--- src/bdp_params.svh ---
// Register offsets, field positions, reset values and counts of the blanking data bank.
// Assumes the serial control port decodes sub-map addresses into 8-bit offsets.
`ifndef BDP_PARAMS_SVH
`define BDP_PARAMS_SVH
`define BDP_OFS_LINE_0 8'h75
`define BDP_OFS_LINE_1 8'h76
`define BDP_OFS_LINE_2 8'h77
`define BDP_OFS_FLAGS 8'h78
`define BDP_OFS_CAP_0 8'h79
`define BDP_OFS_CAP_1 8'h7A
`define BDP_OFS_COPY_0 8'h7D
`define BDP_OFS_COPY_1 8'h7E
`define BDP_OFS_COPY_2 8'h7F
`define BDP_OFS_OPTIONS 8'h9C
`define BDP_OFS_CLEAR 8'h78
`define BDP_OPT_CHANGE_BIT 4
`define BDP_CLR_CAP_BIT 0
`define BDP_CLR_COPY_BIT 2
`define BDP_LINE_COUNT 6
`define BDP_BYTE_RESET 8'h00
`define BDP_DEFAULT_STD 4'h0
`endif

--- src/bdp_pkg.sv ---
// Types shared by the blanking data bank.
// Assumes nothing beyond a SystemVerilog compiler.
package bdp_pkg;
    typedef logic [3:0] bdp_std_type;
    typedef logic [7:0] bdp_byte_type;
endpackage

--- src/bdp_copy_track.sv ---
// Copy info capture with optional content-change gating of the available flag.
// Assumes decoded words arrive as one-cycle strobes on the system clock.
`timescale 1ns/10ps
`include "bdp_params.svh"
module bdp_copy_track (
    input wire logic sys_clk,
    input wire logic rst,
    input wire logic copy_strobe,
    input wire logic [13:0] copy_payload_in,
    input wire logic [5:0] copy_check_in,
    input wire logic change_only,
    input wire logic reinit,
    output logic [13:0] payload,
    output logic [5:0] check,
    output logic available
);
    logic [13:0] payload_reg, payload_next;
    logic [5:0] check_reg, check_next;
    logic avail_reg, avail_next;
    logic differs;

    assign differs = (copy_payload_in != payload_reg) || (copy_check_in != check_reg);

    always_comb begin
        payload_next = payload_reg;
        check_next = check_reg;
        avail_next = avail_reg;
        if (reinit) begin
            payload_next = 14'h0000;
            check_next = 6'h00;
            avail_next = 1'b0;
        end
        if (copy_strobe) begin
            payload_next = copy_payload_in;
            check_next = copy_check_in;
            if (!change_only || differs || reinit) begin
                avail_next = 1'b1;
            end
        end
    end

    always_ff @(posedge sys_clk) begin
        if (rst) begin
            payload_reg <= 14'h0000;
            check_reg <= 6'h00;
            avail_reg <= 1'b0;
        end else begin
            payload_reg <= payload_next;
            check_reg <= check_next;
            avail_reg <= avail_next;
        end
    end

    assign payload = payload_reg;
    assign check = check_reg;
    assign available = avail_reg;

    a_change_gate: assert property (@(posedge sys_clk) disable iff (rst)
        (copy_strobe && change_only && !differs && !reinit && !avail_reg) |=> !avail_reg)
        else $error("copy flag raised for unchanged content");
    a_copy_reinit: assert property (@(posedge sys_clk) disable iff (rst)
        (reinit && !copy_strobe) |=> (!avail_reg && payload_reg == 14'h0000))
        else $error("copy reinit did not clear");
endmodule

--- src/bdp_bank.sv ---
// Register bank of the blanking-interval data processor.
// Assumes the serial control port gives one-cycle read and write strobes with an 8-bit offset.
`timescale 1ns/10ps
`include "bdp_params.svh"
module bdp_bank (
    input wire logic sys_clk,
    input wire logic rst,
    input wire logic reg_wr,
    input wire logic reg_rd,
    input wire logic [7:0] reg_addr,
    input wire logic [7:0] reg_wdata,
    output logic [7:0] reg_rdata,
    input wire logic manual_line_programming,
    input wire logic cap_strobe,
    input wire logic cap_even_in,
    input wire logic [7:0] cap_first_in,
    input wire logic [7:0] cap_second_in,
    input wire logic copy_strobe,
    input wire logic [13:0] copy_payload_in,
    input wire logic [5:0] copy_check_in,
    input wire logic teletext_in,
    output logic [23:0] line_std_select_field,
    output logic [23:0] line_std_default_use
);
    localparam int NLINE = `BDP_LINE_COUNT;
    bdp_pkg::bdp_byte_type line_reg [3], line_next [3];
    bdp_pkg::bdp_byte_type options_reg, options_next;
    bdp_pkg::bdp_byte_type cap0_reg, cap0_next, cap1_reg, cap1_next;
    logic cap_avail_reg, cap_avail_next, cap_even_reg, cap_even_next;
    logic ttx_reg, ttx_next;
    logic cap_reinit_reg, cap_reinit_next, copy_reinit_reg, copy_reinit_next;
    logic [7:0] rdata_reg, rdata_next;
    logic [13:0] copy_payload;
    logic [5:0] copy_check;
    logic copy_avail;
    logic [7:0] flags;
    logic [23:0] select_out_reg;
    wire logic [23:0] select_out_next;
    logic [23:0] default_out_reg;
    wire logic [23:0] default_out_next;

    bdp_copy_track i_bdp_copy_track (
        .sys_clk(sys_clk),
        .rst(rst),
        .copy_strobe(copy_strobe),
        .copy_payload_in(copy_payload_in),
        .copy_check_in(copy_check_in),
        .change_only(options_reg[`BDP_OPT_CHANGE_BIT]),
        .reinit(copy_reinit_reg),
        .payload(copy_payload),
        .check(copy_check),
        .available(copy_avail)
    );

    genvar g;
    generate
        for (g = 0; g < NLINE; g++) begin : gen_line
            bdp_pkg::bdp_std_type sel;
            assign sel = line_reg[g / 2][(g % 2) * 4 +: 4];
            assign select_out_next[g * 4 +: 4] =
                manual_line_programming ? sel : `BDP_DEFAULT_STD;
            assign default_out_next[g * 4 +: 4] =
                manual_line_programming ? 4'h0 : 4'hF;
        end
    endgenerate

    assign flags = {ttx_reg, 4'h0, copy_avail, cap_even_reg, cap_avail_reg};

    always_comb begin
        line_next = line_reg;
        options_next = options_reg;
        cap_reinit_next = 1'b0;
        copy_reinit_next = 1'b0;
        if (reg_wr) begin
            case (reg_addr)
                `BDP_OFS_LINE_0: line_next[0] = reg_wdata;
                `BDP_OFS_LINE_1: line_next[1] = reg_wdata;
                `BDP_OFS_LINE_2: line_next[2] = reg_wdata;
                `BDP_OFS_OPTIONS: options_next = {3'h0, reg_wdata[4], 4'h0};
                `BDP_OFS_CLEAR: begin
                    cap_reinit_next = reg_wdata[`BDP_CLR_CAP_BIT];
                    copy_reinit_next = reg_wdata[`BDP_CLR_COPY_BIT];
                end
                default: begin
                end
            endcase
        end
    end

    always_comb begin
        cap0_next = cap0_reg;
        cap1_next = cap1_reg;
        cap_avail_next = cap_avail_reg;
        cap_even_next = cap_even_reg;
        ttx_next = teletext_in;
        if (cap_reinit_reg) begin
            cap0_next = `BDP_BYTE_RESET;
            cap1_next = `BDP_BYTE_RESET;
            cap_avail_next = 1'b0;
            cap_even_next = 1'b0;
        end
        if (cap_strobe) begin
            cap0_next = cap_first_in;
            cap1_next = cap_second_in;
            cap_even_next = cap_even_in;
            cap_avail_next = 1'b1;
        end
    end

    always_comb begin
        rdata_next = rdata_reg;
        if (reg_rd) begin
            case (reg_addr)
                `BDP_OFS_LINE_0: rdata_next = line_reg[0];
                `BDP_OFS_LINE_1: rdata_next = line_reg[1];
                `BDP_OFS_LINE_2: rdata_next = line_reg[2];
                `BDP_OFS_FLAGS: rdata_next = flags;
                `BDP_OFS_CAP_0: rdata_next = cap0_reg;
                `BDP_OFS_CAP_1: rdata_next = cap1_reg;
                `BDP_OFS_COPY_0: rdata_next = {4'h0, copy_check[5:2]};
                `BDP_OFS_COPY_1: rdata_next = {copy_check[1:0], copy_payload[13:8]};
                `BDP_OFS_COPY_2: rdata_next = copy_payload[7:0];
                `BDP_OFS_OPTIONS: rdata_next = options_reg;
                default: rdata_next = 8'h00;
            endcase
        end
    end

    always_ff @(posedge sys_clk) begin
        if (rst) begin
            line_reg <= '{8'h00, 8'h00, 8'h00};
            options_reg <= 8'h00;
            cap0_reg <= 8'h00;
            cap1_reg <= 8'h00;
            cap_avail_reg <= 1'b0;
            cap_even_reg <= 1'b0;
            ttx_reg <= 1'b0;
            cap_reinit_reg <= 1'b0;
            copy_reinit_reg <= 1'b0;
            rdata_reg <= 8'h00;
            select_out_reg <= 24'h000000;
            default_out_reg <= 24'hFFFFFF;
        end else begin
            line_reg <= line_next;
            options_reg <= options_next;
            cap0_reg <= cap0_next;
            cap1_reg <= cap1_next;
            cap_avail_reg <= cap_avail_next;
            cap_even_reg <= cap_even_next;
            ttx_reg <= ttx_next;
            cap_reinit_reg <= cap_reinit_next;
            copy_reinit_reg <= copy_reinit_next;
            rdata_reg <= rdata_next;
            select_out_reg <= select_out_next;
            default_out_reg <= default_out_next;
        end
    end

    assign reg_rdata = rdata_reg;
    assign line_std_select_field = select_out_reg;
    assign line_std_default_use = default_out_reg;

    a_line_write: assert property (@(posedge sys_clk) disable iff (rst)
        (reg_wr && reg_addr == 8'h75) |=> line_reg[0] == $past(reg_wdata))
        else $error("line select write lost");
    a_line_upper: assert property (@(posedge sys_clk) disable iff (rst)
        (reg_wr && reg_addr == 8'h77) |=> line_reg[2] == $past(reg_wdata))
        else $error("upper line select write lost");
    a_manual_select: assert property (@(posedge sys_clk) disable iff (rst)
        manual_line_programming |=> line_std_select_field ==
            {$past(line_reg[2]), $past(line_reg[1]), $past(line_reg[0])})
        else $error("select fields do not follow line registers");
    a_manual_gate: assert property (@(posedge sys_clk) disable iff (rst)
        !manual_line_programming |=> line_std_select_field == 24'h000000)
        else $error("select fields active without manual mode");
    a_default_use: assert property (@(posedge sys_clk) disable iff (rst)
        !manual_line_programming |=> line_std_default_use == 24'hFFFFFF)
        else $error("default decode flag missing");
    a_manual_use: assert property (@(posedge sys_clk) disable iff (rst)
        manual_line_programming |=> line_std_default_use == 24'h000000)
        else $error("default decode flag set in manual mode");
    a_flag_read: assert property (@(posedge sys_clk) disable iff (rst)
        (reg_rd && reg_addr == 8'h78) |=> reg_rdata[6:3] == 4'h0)
        else $error("reserved flag bits not zero");
    a_ttx_flag: assert property (@(posedge sys_clk) disable iff (rst)
        (reg_rd && reg_addr == 8'h78) |=> reg_rdata[7] == $past(ttx_reg))
        else $error("teletext flag readback wrong");
    a_cap_set: assert property (@(posedge sys_clk) disable iff (rst)
        cap_strobe |=> (cap_avail_reg && cap_even_reg == $past(cap_even_in)))
        else $error("caption flag not set on capture");
    a_cap_reinit: assert property (@(posedge sys_clk) disable iff (rst)
        (reg_wr && reg_addr == `BDP_OFS_CLEAR && reg_wdata[0]) ##1 !cap_strobe
            |=> (!cap_avail_reg && cap0_reg == 8'h00))
        else $error("caption reinit did not clear");
    a_copy_pulse: assert property (@(posedge sys_clk) disable iff (rst)
        (reg_wr && reg_addr == `BDP_OFS_CLEAR && reg_wdata[2]) |=> copy_reinit_reg)
        else $error("copy reinit not started");
    a_self_clear: assert property (@(posedge sys_clk) disable iff (rst)
        cap_reinit_reg && !reg_wr |=> !cap_reinit_reg && !copy_reinit_reg)
        else $error("reinit bit stuck");
    a_cap_byte: assert property (@(posedge sys_clk) disable iff (rst)
        cap_strobe |=> (cap0_reg == $past(cap_first_in) && cap1_reg == $past(cap_second_in)))
        else $error("caption byte not captured");
    a_cap_read: assert property (@(posedge sys_clk) disable iff (rst)
        (reg_rd && reg_addr == 8'h7A) |=> reg_rdata == $past(cap1_reg))
        else $error("second caption byte readback wrong");
    a_cap_hold: assert property (@(posedge sys_clk) disable iff (rst)
        (!cap_strobe && !cap_reinit_reg) |=> $stable(cap1_reg))
        else $error("caption byte changed without cause");
    a_copy_read: assert property (@(posedge sys_clk) disable iff (rst)
        (reg_rd && reg_addr == 8'h7F) |=> reg_rdata == $past(copy_payload[7:0]))
        else $error("copy payload readback wrong");
    a_check_read: assert property (@(posedge sys_clk) disable iff (rst)
        (reg_rd && reg_addr == 8'h7D) |=> reg_rdata == {4'h0, $past(copy_check[5:2])})
        else $error("copy check bits readback wrong");
    a_copy_mid_read: assert property (@(posedge sys_clk) disable iff (rst)
        (reg_rd && reg_addr == 8'h7E) |=> reg_rdata == {$past(copy_check[1:0]), $past(copy_payload[13:8])})
        else $error("copy middle byte readback wrong");
    a_options_write: assert property (@(posedge sys_clk) disable iff (rst)
        (reg_wr && reg_addr == 8'h9C) |=> options_reg[4] == $past(reg_wdata[4]))
        else $error("content change option write lost");

    c_cap_seen: cover property (@(posedge sys_clk) cap_strobe ##1 cap_avail_reg);
    c_copy_seen: cover property (@(posedge sys_clk) copy_strobe ##1 copy_avail);
    c_cap_clear: cover property (@(posedge sys_clk) cap_avail_reg ##1 cap_reinit_reg ##1 !cap_avail_reg);
    c_manual: cover property (@(posedge sys_clk) manual_line_programming && line_reg[0] != 8'h00);
    c_copy_clear: cover property (@(posedge sys_clk) copy_avail ##1 copy_reinit_reg ##1 !copy_avail);
endmodule

--- config.mk ---
export PLATFORM = sky130hd
export DESIGN_NAME = bdp_bank
export DESIGN_NICKNAME = d
export VERILOG_FILES = /design/src/bdp_pkg.sv /design/src/bdp_copy_track.sv /design/src/bdp_bank.sv
export VERILOG_INCLUDE_DIRS = /design/src
export SDC_FILE = /design/constraint.sdc
export NUM_CORES = 1
export LEC_CHECK = 0
export BUFFER_PORTS_ARGS = -buffer_cell sky130_fd_sc_hd__buf_2
export CORE_MARGIN = 1
export CORE_UTILIZATION = 54
export CTS_CLUSTER_SIZE = 24
export DETAILED_ROUTE_END_ITERATION = 10
export PLACE_DENSITY = 0.8
export REMOVE_ABC_BUFFERS = 1
export SLEW_MARGIN = 20
export SYNTH_ARGS = -nofsm -noshare
export SYNTH_HDL_FRONTEND = slang
export SYNTH_SLANG_ARGS = --single-unit
--- constraint.sdc ---
create_clock -name sys_clk -period 1.78 [get_ports sys_clk]
set_clock_uncertainty 0.1 [all_clocks]
set_input_delay 0.356 -clock sys_clk [delete_from_list [all_inputs] [get_ports sys_clk]]
set_output_delay 0.356 -clock sys_clk [all_outputs]
set_load 0.1 [all_outputs]
==> metrics.txt <==
status complete, no violations; Synth Flop Type dfxtp_1; final wirelength 12700 um; crit-path cells buf_2; Post-synth EDFFs 0; Max Freq 583 MHz; synth top area cells dfxtp_1 (41%), mux2i_1 (6.2%), nor3b_1 (5.7%); clock slew at reported path FFs 0.11 ns; htree depth 3; crit start category flip-flop; Buffers & Inverters on Critical Path 1; Cell Area, Synth 4840 um2; CP top delay family buffers and inverters; Synth cell types 64; num rows 34; synthesized area per cell 9.54 um2; DRC 0; largest net degree at the start of global routing 41; Synth top area share 41.3%; register area share after synthesis 41.3%; clock sinks 100; hold depth 2; antenna viol nets, final 0; Worst Path Required 1.32 ns; 1st-iter DRT viols 149; Reg area 2000 um2; Hold WS 0.0899 ns; FF+latch count, synth 100; CP max stage cell buf_2; Placed Cells 717; routed vias 4137; Sequential Power Share 50.8%; Psw 1.42 mW; first-pass GRT wire length 20500 um; Detailed Place HPWL 10100 um; DRT Pass-1 Iters 5; pwr dens 752 nW/um2; maxcap violations 0; Clk Latency, worst-skew pair 0.38 ns; unrepaired setup endpoints after global routing no; IO Pins 117; Core Region 8720 um2; post_cts resized 0; average wire per standard cell 17.4 um; CP Class flip-flop to primary output; setup bufs post-CTS 0; Initial Util 55.6%; vias in the first global route 3980; most common cell in the netlist dfxtp_1; full die area 9350 um2; Crit path arrival time 1.26 ns; post-layout minimum cycle time 1.71 ns; Clk pwr share 30.7%; slew margin rel. 57.9%; vias per cell 5.64; Worst Path Max Fanout 3; grt total ovfl 0; Power Internal 3.17 mW; Final #Nets 681; Post-synth top cells dfxtp_1 (100), nor2_1 (72), a21oi_1 (42); number of hold violations in the final report 0; Non-Filler Instances 733; total track usage 27.8%; Die Wd 96.7 um; share of cells above drive strength 1 32.6%; Setup-failing EPs final 0; CTS Buf Count 9; port bufs 116; die height 96.7 um; TritonCTS clock tree done; Ant. Diodes 0; yosys warns 0; CP peak stage delay 0.46 ns; Hold WC Path Type input port to flip-flop; Comb power frac 18.4%; Clock Tree Buf Depth 2; Worst Reg-to-Reg Cells 4; Peak VDD IR 0.514 mV; antenna violations before repair 0; instance count of the mapped netlist 508; Root Driver clkbuf_8; Sw Ratio 31.0%; Synth async-reset ratio 0%; CP endpoint kind primary output; FILL cells 694; worst slew pin tran 0.631 ns; static leakage 2.73 nW; Slew Limit Fails 0; multi-input logic area 2390 um2; RePlAce Congestion 0.904; post-synth top area cell dfxtp_1; number of hold buffers added after CTS 0; P&R area growth vs syn 26.0%; Stages on worst setup path 1; period utilization 96.3%
[worst reg2reg max path, cell delays in order, from the launching register on]
cell and delay [ns]:
dfxtp_1 0.38, mux4_2 0.50, and4_1 0.23, a2111oi_2 0.28, nor3_1 0.09
[power by group through the flow]
stage | clock network [mW] | registers [mW] | logic, mW
2_1_floorplan | 0 | 2.59 | 0.204
3_3_place_gp | 0 | 2.38 | 0.827
3_5_place_dp | 0 | 2.39 | 0.843
4_1_cts | 1.43 | 2.33 | 0.845
5_1_grt | 1.53 | 2.34 | 0.894
6_report | 1.41 | 2.33 | 0.845
[cell type report]
cell class | count | area share (%)
Timing Repair Buffer | 163 | 22.2
Multi-Input combinational cell | 340 | 39.1
Clock buffer | 9 | 2.03
Tap cell | 108 | 2.21
Sequential cell | 100 | 32.8
Clock inverter | 7 | 1.21
Inverter | 6 | 0.369
[cell families after synthesis]
kind of cell / synth area share (%)
muxes: 7.13
buffers and inverters: 9.35
AOI/OAI and AO/OA: 13.1
xor gates and xnor gates: 3.62
and+or+nand+nor: 25.5
DFF: 41.3
[layer usage]
metal	global-route usage, %	wire (um)
met3	5.06	620
met5	0	0
met1	36.0	5720
met2	46.0	6080
met4	10.7	326
[metrics by stage]
stage / area [um2] / setup WS (ns) / power [mW] / setup TNS [ns] / util [%]
detailed placement: 5910 / -0.109 / 3.23 / -0.609 / 67.7
global placement: 5910 / -0.0839 / 3.21 / -0.416 / 67.7
CTS: 6100 / 0.0584 / 4.61 / 0 / 70.0
finish: 6100 / 0.0658 / 4.59 / 0 / 70.0
floorplan: 4410 / -14.40 / 2.79 / -345.64 / -
global route: 6100 / 0.00574 / 4.76 / 0 / 70.0
[worst paths after layout]
path,from,endpoint,slack (ns)
setup / recovery,reg_rdata[4],reg_rdata[4],0.07
setup reg to reg,i_bdp_copy_track.payload[7],reg_rdata[7],0.07
hold reg to reg,cap_avail_reg,cap_avail_reg,0.40
hold / removal,teletext_in,ttx_reg,0.09
[layout by cell type, fill, tap and decap left out, types with 5 or more instances in the layout]
cell type  instances
clkbuf_8           9
nor2_1            72
buf_12            29
nor3b_1           37
buf_2             92
a21oi_1           42
mux2i_1           30
buf_4             42
and2_1            28
inv_1              6
nand3_1            5
dfxtp_1           99
a22o_1             6
nand2b_1           6
and4_1             5
xor2_1             5
xnor2_1           15
nand4b_1           6
a221oi_1           6
(Power assumes the default switching activity.)
